`src/common/port_cfg_pkg.sv`:
```
package port_cfg_pkg;

    // Register byte addresses (printed offsets are byte addresses)
    localparam logic [7:0] CTRL2_ADDR = 8'h42;
    localparam logic [7:0] CTRL3_ADDR = 8'h44;
    localparam logic [15:0] CTRL2_RESET = 16'h0000;
    localparam logic [15:0] CTRL3_RESET = 16'h0000;
    localparam logic [15:0] CTRL2_WMASK = 16'h8CFF;
    localparam logic [15:0] CTRL3_WMASK = 16'h3FE0;

    // Control two field positions
    localparam int LINE_EN_BIT = 15;
    localparam int VCNT_BIT = 11;
    localparam int LMODE_BIT = 10;
    localparam int CDIS_BIT = 7;
    localparam int PSEL_BIT = 6;
    // Control three field positions
    localparam int RX_CLK_SEL_BIT = 13;
    localparam int RFRS_BIT = 12;
    localparam int RAUX_BIT = 11;
    localparam int TX_CLK_SEL_BIT = 10;
    localparam int TFRS_BIT = 9;
    localparam int TAUX_BIT = 8;
    localparam int SRC_HI = 7;
    localparam int USEP_BIT = 5;

    // Good cell counts for delineation verify
    localparam logic [3:0] VERIFY_SIX = 4'h6;
    localparam logic [3:0] VERIFY_EIGHT = 4'h8;

    typedef enum logic [1:0] {
        CODE_B3ZS_HDB3 = 2'b00,
        CODE_AMI = 2'b01,
        CODE_UNI = 2'b10
    } line_code_t;

    typedef enum logic [2:0] {
        FR_DS3_CBIT = 3'b000,
        FR_DS3_M23 = 3'b001,
        FR_E3_G751 = 3'b010,
        FR_E3_G832 = 3'b011,
        FR_CC_DS3 = 3'b100,
        FR_CC_STS1 = 3'b101,
        FR_CC_E3 = 3'b110
    } frame_family_t;

    typedef enum logic [2:0] {
        SUB_PLAIN = 3'b000,
        SUB_MASK = 3'b001,
        SUB_INT_FRAC = 3'b010,
        SUB_EXT_FRAC = 3'b011,
        SUB_PLCP = 3'b100,
        SUB_PLCP_MASK = 3'b101,
        SUB_FLEX_FRAC = 3'b110,
        SUB_MASK_OCTET = 3'b111
    } frame_sub_t;

    typedef enum logic [1:0] {
        REF_RX_PLCP = 2'b00,
        REF_RX_LINE = 2'b10,
        REF_TX_FRAMER = 2'b11
    } ref_src_t;

    // Decoded configuration carried to the datapath
    typedef struct packed {
        frame_family_t family;
        frame_sub_t sub;
        logic plcp;
        logic overhead_mask;
        line_code_t code;
        logic cell_proc;
        logic proc_delineates;
        logic [3:0] verify_count;
    } mode_cfg_t;

    typedef struct packed {
        logic tx_line_out_enable;
        logic rx_clk_pin_select;
        logic rx_frame_pin_select;
        logic rx_aux_port_enable;
        logic tx_clk_pin_select;
        logic tx_frame_pin_select;
        logic tx_aux_port_enable;
        logic ref8k_use_port;
        logic [1:0] ref8k_port_source;
    } pin_cfg_t;

endpackage

```
`src/rtl/port_config_regs.sv`:
```
`timescale 1ns/1ps

module port_config_regs
    import port_cfg_pkg::*;
(
    input wire logic clk_i,
    input wire logic rst_i,
    input wire logic [7:0] adr_i,
    input wire logic [31:0] dat_i,
    input wire logic [3:0] sel_i,
    input wire logic we_i,
    input wire logic cyc_i,
    input wire logic stb_i,
    output logic [31:0] dat_o,
    output logic ack_o,
    input wire logic packet_bus_mode_i,
    input wire logic zero_suppress_disable_i,
    input wire logic tx_line_clock_i,
    input wire logic tx_positive_i,
    input wire logic tx_negative_i,
    input wire logic rx_overhead_clock_i,
    input wire logic rx_gapped_clock_i,
    input wire logic rx_clock_output_i,
    input wire logic rx_start_of_frame_i,
    input wire logic rx_data_enable_i,
    input wire logic tx_overhead_clock_i,
    input wire logic tx_gapped_clock_i,
    input wire logic tx_clock_output_i,
    input wire logic tx_start_of_frame_i,
    input wire logic tx_data_enable_i,
    input wire logic ohclk_not_gapped_i,
    input wire logic rx_clk_drive_low_i,
    input wire logic rx_plcp_8k_i,
    input wire logic rx_line_clock_in_i,
    input wire logic tx_framer_8k_i,
    input wire logic global_8k_i,
    output logic tx_line_clock_out_o,
    output logic tx_positive_out_o,
    output logic tx_negative_out_o,
    output logic rx_clk_pin_o,
    output logic rx_frame_pin_o,
    output logic tx_clk_pin_o,
    output logic tx_frame_pin_o,
    output logic rx_aux_port_enable_o,
    output logic tx_aux_port_enable_o,
    output logic ref8k_port_o,
    output logic ref8k_local_o,
    output mode_cfg_t mode_o,
    output pin_cfg_t pins_o,
    input wire logic [3:0] good_cells_i,
    output logic verify_done_o
);

    typedef struct packed {
        logic [15:0] ctrl2;
        logic [15:0] ctrl3;
        logic [31:0] rdata;
        logic ack;
        mode_cfg_t mode;
        pin_cfg_t pins;
        logic tlclk;
        logic tpos;
        logic tneg;
        logic rclk_pin;
        logic rfr_pin;
        logic tclk_pin;
        logic tfr_pin;
        logic ref_port;
        logic ref_local;
        logic vdone;
    } state_t;

    state_t s_q;
    state_t s_d;

    // Byte-lane merge of a 16-bit register
    function automatic logic [15:0] merge16(input logic [15:0] old, input logic [15:0] wd,
                                            input logic [1:0] be, input logic [15:0] wm);
        logic [15:0] m;
        m = {{8{be[1]}}, {8{be[0]}}} & wm;
        merge16 = (old & ~m) | (wd & m);
    endfunction

    // Framing mode decode, reserved codes become the default
    function automatic mode_cfg_t decode_mode(input logic [15:0] c2, input logic pbus,
                                              input logic zsd);
        mode_cfg_t r;
        logic [5:0] fm;
        fm = c2[5:0];
        r = '0;
        r.family = FR_DS3_CBIT;
        r.sub = SUB_PLAIN;
        if (!fm[5]) begin
            r.family = frame_family_t'({1'b0, fm[4:3]});
            r.sub = frame_sub_t'(fm[2:0]);
            if (fm[2:0] == 3'b111 || (fm[4:3] == 2'b11 && fm[2:1] == 2'b10)) begin
                r.family = FR_DS3_CBIT;
                r.sub = SUB_PLAIN;
            end
        end else if (!fm[2]) begin
            r.family = fm[4] ? FR_CC_E3 : (fm[3] ? FR_CC_STS1 : FR_CC_DS3);
            case (fm[1:0])
                2'b01: r.sub = SUB_MASK;
                2'b11: r.sub = SUB_MASK_OCTET;
                default: r.sub = SUB_PLAIN;
            endcase
        end
        r.plcp = (r.sub == SUB_PLCP) || (r.sub == SUB_PLCP_MASK);
        r.overhead_mask = (r.sub == SUB_MASK) || (r.sub == SUB_PLCP_MASK) ||
                          (r.sub == SUB_MASK_OCTET);
        // Line code choice
        if (c2[LMODE_BIT] || r.overhead_mask) begin
            r.code = CODE_UNI;
        end else begin
            r.code = zsd ? CODE_AMI : CODE_B3ZS_HDB3;
        end
        // Cells always outside bus mode; PLCP forces cells
        r.cell_proc = !pbus || r.plcp || c2[PSEL_BIT];
        r.proc_delineates = !r.plcp || !c2[CDIS_BIT];
        r.verify_count = c2[VCNT_BIT] ? VERIFY_EIGHT : VERIFY_SIX;
        decode_mode = r;
    endfunction

    // Next-state logic: bus slave, decode and pin steering
    always_comb begin
        logic hit;
        logic en;
        logic [1:0] src;
        hit = 1'b0;
        en = 1'b0;
        src = 2'b00;
        s_d = s_q;
        hit = cyc_i && stb_i && !s_q.ack;
        s_d.ack = hit;
        s_d.rdata = 32'h0000_0000;
        if (hit && we_i) begin
            if (adr_i == CTRL2_ADDR) begin
                s_d.ctrl2 = merge16(s_q.ctrl2, dat_i[15:0], sel_i[1:0], CTRL2_WMASK);
            end else if (adr_i == CTRL3_ADDR) begin
                s_d.ctrl3 = merge16(s_q.ctrl3, dat_i[15:0], sel_i[1:0], CTRL3_WMASK);
            end
        end
        if (hit && !we_i) begin
            if (adr_i == CTRL2_ADDR) begin
                s_d.rdata = {16'h0000, s_q.ctrl2};
            end else if (adr_i == CTRL3_ADDR) begin
                s_d.rdata = {16'h0000, s_q.ctrl3};
            end
        end
        s_d.mode = decode_mode(s_q.ctrl2, packet_bus_mode_i, zero_suppress_disable_i);
        s_d.pins.tx_line_out_enable = s_q.ctrl2[LINE_EN_BIT];
        s_d.pins.rx_clk_pin_select = s_q.ctrl3[RX_CLK_SEL_BIT];
        s_d.pins.rx_frame_pin_select = s_q.ctrl3[RFRS_BIT];
        s_d.pins.rx_aux_port_enable = s_q.ctrl3[RAUX_BIT];
        s_d.pins.tx_clk_pin_select = s_q.ctrl3[TX_CLK_SEL_BIT];
        s_d.pins.tx_frame_pin_select = s_q.ctrl3[TFRS_BIT];
        s_d.pins.tx_aux_port_enable = s_q.ctrl3[TAUX_BIT];
        s_d.pins.ref8k_use_port = s_q.ctrl3[USEP_BIT];
        s_d.pins.ref8k_port_source = s_q.ctrl3[SRC_HI:SRC_HI-1];
        // Line outputs held low while disabled
        en = s_q.ctrl2[LINE_EN_BIT];
        s_d.tlclk = en & tx_line_clock_i;
        s_d.tpos = en & tx_positive_i;
        s_d.tneg = en & tx_negative_i;
        // Shared receive pins
        if (s_q.ctrl3[RX_CLK_SEL_BIT]) begin
            s_d.rclk_pin = rx_clock_output_i;
        end else if (rx_clk_drive_low_i) begin
            s_d.rclk_pin = 1'b0;
        end else begin
            s_d.rclk_pin = ohclk_not_gapped_i ? rx_overhead_clock_i : rx_gapped_clock_i;
        end
        s_d.rfr_pin = s_q.ctrl3[RFRS_BIT] ? rx_start_of_frame_i : rx_data_enable_i;
        // Shared transmit pins
        if (s_q.ctrl3[TX_CLK_SEL_BIT]) begin
            s_d.tclk_pin = tx_clock_output_i;
        end else begin
            s_d.tclk_pin = ohclk_not_gapped_i ? tx_overhead_clock_i : tx_gapped_clock_i;
        end
        s_d.tfr_pin = s_q.ctrl3[TFRS_BIT] ? tx_start_of_frame_i : tx_data_enable_i;
        // 8 kHz reference choice
        src = s_q.ctrl3[SRC_HI:SRC_HI-1];
        if (!src[1]) begin
            s_d.ref_port = rx_plcp_8k_i;
        end else if (!src[0]) begin
            s_d.ref_port = rx_line_clock_in_i;
        end else begin
            s_d.ref_port = tx_framer_8k_i;
        end
        s_d.ref_local = s_q.ctrl3[USEP_BIT] ? s_q.ref_port : global_8k_i;
        s_d.vdone = (good_cells_i >= s_d.mode.verify_count);
    end

    // State register
    always_ff @(posedge clk_i) begin
        if (rst_i) begin
            s_q <= '0;
            s_q.ctrl2 <= CTRL2_RESET;
            s_q.ctrl3 <= CTRL3_RESET;
        end else begin
            s_q <= s_d;
        end
    end

    // Outputs straight from flip-flops
    assign dat_o = s_q.rdata;
    assign ack_o = s_q.ack;
    assign mode_o = s_q.mode;
    assign pins_o = s_q.pins;
    assign tx_line_clock_out_o = s_q.tlclk;
    assign tx_positive_out_o = s_q.tpos;
    assign tx_negative_out_o = s_q.tneg;
    assign rx_clk_pin_o = s_q.rclk_pin;
    assign rx_frame_pin_o = s_q.rfr_pin;
    assign tx_clk_pin_o = s_q.tclk_pin;
    assign tx_frame_pin_o = s_q.tfr_pin;
    assign rx_aux_port_enable_o = s_q.pins.rx_aux_port_enable;
    assign tx_aux_port_enable_o = s_q.pins.tx_aux_port_enable;
    assign ref8k_port_o = s_q.ref_port;
    assign ref8k_local_o = s_q.ref_local;
    assign verify_done_o = s_q.vdone;

endmodule // port_config_regs

```
`config.mk`:
```
export PLATFORM = sky130hd
export DESIGN_NAME = port_config_regs
export DESIGN_NICKNAME = d
export VERILOG_FILES = /design/src/common/port_cfg_pkg.sv /design/src/rtl/port_config_regs.sv
export SDC_FILE = /design/constraint.sdc
export NUM_CORES = 1
export LEC_CHECK = 0
export BUFFER_PORTS_ARGS = -buffer_cell sky130_fd_sc_hd__buf_2
export CAP_MARGIN = 20
export CORE_UTILIZATION = 41
export DETAILED_ROUTE_END_ITERATION = 16
export GPL_TIMING_DRIVEN = 0
export PLACE_DENSITY = 0.75
export SLEW_MARGIN = 5
export SYNTH_ARGS = -nofsm -noshare
export SYNTH_HDL_FRONTEND = slang
export SYNTH_SLANG_ARGS = --single-unit
```
`constraint.sdc`:
```
create_clock -name clk_i -period 1.3 [get_ports clk_i]
set_input_delay 0.195 -clock clk_i [delete_from_list [all_inputs] [get_ports clk_i]]
set_output_delay 0.195 -clock clk_i [all_outputs]
set_load 0.02 [all_outputs]
```
==> reports/metrics.csv <==
stage,metric,value,unit
synth,synth-seq-cells,70,
min_path,holdPathEnd,tx_negative_out_o$_SDFF_PP0_,
floorplanning,die_x,86.1,um
setup_path,reg2reg_setup_slack,-0.11,ns
final_layout,fin_nets,498,
synth,yosysUniqueCellTypes,35,
placement,post-dp-hpwl,4.58,mm
timing,period_minus_slack,1.41,ns
drt,highest-signal-layer,met4,
floorplanning,rows,30,
synth,synth_area_per_cell,10.1,um2
drt,ant_nets,0,
timing,skew,0.0114,ns
setup_path,crit_chain,and3b_2 > buf_8 > nand4_4 > mux2i_2 > nor2_1,
status,failed_checks,setup timing,
synth,synth_edf_count,0,
setup_path,crit_fanout,8,
drt,wl_per_cell,11.6,um
power,combinationalPowerShare,7.2,%
timing,tightest_slew,0.606,ns
global_routing,grt_util_all_layers,16.5,%
global_routing,grt_start_max_net_pins,14,
timing,slew_headroom,59.4,%
power,power.switching,1.03,mW
power,peakVddDrop,0.000533,V
global_routing,grt_pass1_vias,2014,
timing,period_share,108,%
min_path,whs_path_depth,2,
floorplanning,dieArea,7410,um2
min_path,hp-class,in2reg,
power,powerDensity,1220,nW/um2
clock_tree,clock_sinks,70,
clock_tree,cts_max_level,3,
setup_path,slowest_delay,0.33,ns
drt,via_per_inst,4.28,
floorplanning,initial_core_util,42.7,%
setup_path,slowest_stage,dfxtp_2,
synth,synth_top_area_cell,dfxtp_1,
global_routing,grt_pass1_wl,9.25,mm
power,intPower,3.80,mW
setup_path,crit_family,simple AND/OR/NAND/NOR gates,
power,clock_power_share,47.8,%
synth,synth_top_area_share,48.3,%
power,netSwitchingFraction,21.3,%
clock_tree,cts_root_buffer,clkbuf_8,
setup_path,rr_startpoint,ack_o$_SDFF_PP0_,
placement,dp_slack,-0.471,ns
synth,netlist_area,2900,um2
timing,setup_viol,28,
final_layout,diodes,0,
floorplanning,num_io_pins,145,
clock_tree,clk_pin_slew_worst_paths,0.07,ns
setup_path,rr_worst_depth,5,
setup_path,critPathBufInv,1,
synth,synthTopCellsByArea,"dfxtp_1 (48%), buf_4 (15%), mux2i_1 (9.0%)",
synth,async_reset_ff_share,0,%
timing,fin_tns_setup,-1.36,ns
clock_tree,cts_buffers,9,
final_layout,fillers,600,
global_routing,grt_overflow_total,0,
drt,drcViolationCount,0,
drt,met2_length,2.97,mm
drt,wirelength,6.08,mm
setup_path,worstSetupEndpointType,register,
timing,rsz0062_at_grt,yes,
placement,gp_congestion,0.761,
final_layout,drive_above_1_share,46.2,%
synth,synthFlopType,dfxtp_1,
drt,wl_met1,2.58,mm
global_routing,antenna_found_initial,0,
synth,ys.warnings.count,0,
setup_path,crit_path_start_kind,register,
drt,drt_pre_antenna_iters,4,
drt,wl_met3,345,um
final_layout,syn2layout_area_growth,35.9,%
status,status,"complete, but fails checks",
timing,fmax,711,MHz
drt,vias,2233,
synth,syn_inst,287,
setup_path,cp.required,1.52,ns
setup_path,critical_path_arrival,1.62,ns
clock_tree,cts_max_path_buffers,2,
power,power_frac_seq,45.0,%
min_path,min_from,tx_negative_i,
power,leakagePower,2.13,nW
timing,layout_setup_ws,-0.107,ns
power,design_power_total,4.82,mW
final_layout,fin_util,58.0,%
floorplanning,die_y,86.1,um
clock_tree,clock_latency,0.35,ns
floorplanning,core_area,6790,um2
synth,seq_area_frac_synth,48.3,%
flow_run,max-cap-violations,0,
clock_tree,cts_tree,done,
drt,drt_iter0_markers,61,
placement,io_buffers,107,
timing,hold_violations,0,
timing,finalMaxSlewViolations,0,
setup_path,setup.worst_path.class,reg2reg,
what timing repair did:
action | 4_1_cts | 5_1_grt
pin swaps | 7 | 3
endpoints found under the setup margin | 34 | 33
cloned | 0 | 0
resized for setup | 3 | 6
setup buffers | 2 | 0
hold buffers | 0 | 0
final cells by class:
cell class / instances / area [um2] / area share, %
Multi-Input combinational cell: 161 / 1100 / 27.9
Inverter: 6 / 22.5 / 0.572
Tap cell: 96 / 120 / 3.05
Sequential cell: 70 / 1410 / 35.7
Timing Repair Buffer: 109 / 554 / 14.1
Buffer: 64 / 469 / 11.9
Clock inverter: 7 / 145 / 3.68
Clock buffer: 9 / 124 / 3.14
power groups by stage:
stage	clock, mW	combinational (mW)	sequential, mW
after floorplan	0	0.191	2.24
after global placement	0	0.340	2.22
after detailed placement	0	0.345	2.22
after CTS	2.34	0.347	2.17
after global routing	2.43	0.380	2.17
final	2.31	0.349	2.17
per-stage QoR:
stage / cell area, um2 / instances / hold WS (ns)
global route: 3940 / 522 / 0.0469
finish: 3940 / 522 / 0.0527
global placement: 3650 / 507 / 0.395
CTS: 3940 / 523 / 0.0432
floorplan: 2990 / 304 / 0.284
detailed placement: 3650 / 507 / 0.401
cells in the final DEF, fill, tap and decap left out, drive strengths merged:
| cell type | synthesis | routed |
|---|---|---|
| buf | 59 | 169 |
| dfxtp | 70 | 70 |
| nor2 | 39 | 39 |
| mux2i | 26 | 26 |
| conb | 1 | 18 |
| and2 | 15 | 15 |
| nor2b | 14 | 14 |
| clkbuf | 8 | 13 |
| a21oi | 8 | 8 |
| inv | 6 | 7 |
| a22oi | 5 | 5 |
| nand4 | 5 | 5 |
| and4b | 4 | 4 |
| nand2b | 4 | 4 |
| bufinv | 0 | 4 |
| ha | 3 | 3 |
| nor3b | 3 | 3 |
| nand3 | 2 | 2 |
| a31oi | 2 | 2 |
| and3b | 2 | 2 |
| o21ai | 2 | 2 |
| nor4b | 1 | 1 |
| nand2 | 1 | 1 |
| mux2 | 1 | 1 |
| o211a | 1 | 1 |
| nor3 | 1 | 1 |
| a211oi | 1 | 1 |
| a21boi | 1 | 1 |
| a21o | 1 | 1 |
| a2111oi | 1 | 1 |
| clkinv | 0 | 1 |
| clkinvlp | 0 | 1 |
Yosys cell counts (3+ instances only):
| cell | count |
|---|---|
| nor2b_1 | 14 |
| nand2b_1 | 4 |
| and2_1 | 15 |
| clkbuf_1 | 8 |
| mux2i_1 | 26 |
| a21oi_1 | 8 |
| a22oi_1 | 5 |
| ha_1 | 3 |
| buf_4 | 58 |
| and4b_1 | 4 |
| inv_1 | 6 |
| dfxtp_1 | 70 |
| nor2_1 | 39 |
worst register-to-register path, stage by stage, from the launching register on:
cell and delay [ns]:
dfxtp_2 0.33, and3b_2 0.24, buf_8 0.13, nand4_4 0.23, mux2i_2 0.29, nor2_1 0.06
cells by family after synthesis:
kind of cell / after synthesis / synth area share (%)
DFF: 70 / 48.3
other: 1 / 0.129
AOI/OAI and AO/OA: 22 / 4.88
and+or+nand+nor: 91 / 19.0
adders and majority gates: 3 / 1.29
muxes: 27 / 9.37
buffers and inverters: 73 / 17.0
per-layer routing:
| metal | vias up | global-route usage (%) |
|---|---|---|
| li1 | 1137 | - |
| met1 | 993 | 18.9 |
| met2 | 89 | 28.2 |
| met3 | 14 | 3.46 |
| met4 | 0 | 9.85 |
| met5 | - | 0 |
how the worst max path moves through the flow:
| stage | startpoint | to | slack [ns] | depth (start not counted) |
|---|---|---|---|---|
| detailed placement | adr_i[3] | dat_o[12]$_SDFF_PP0_ | -0.47 | 5 |
| CTS | ack_o$_SDFF_PP0_ | dat_o[9]$_SDFF_PP0_ | -0.13 | 5 |
| global placement | adr_i[3] | dat_o[12]$_SDFF_PP0_ | -0.46 | 5 |
| floorplan | adr_i[3] | dat_o[2]$_SDFF_PP0_ | -0.07 | 4 |
| global route | ack_o$_SDFF_PP0_ | dat_o[13]$_SDFF_PP0_ | -0.16 | 5 |
| finish | ack_o$_SDFF_PP0_ | register | -0.11 | 5 |
No activity file was read; power rests on OpenSTA's default activity.
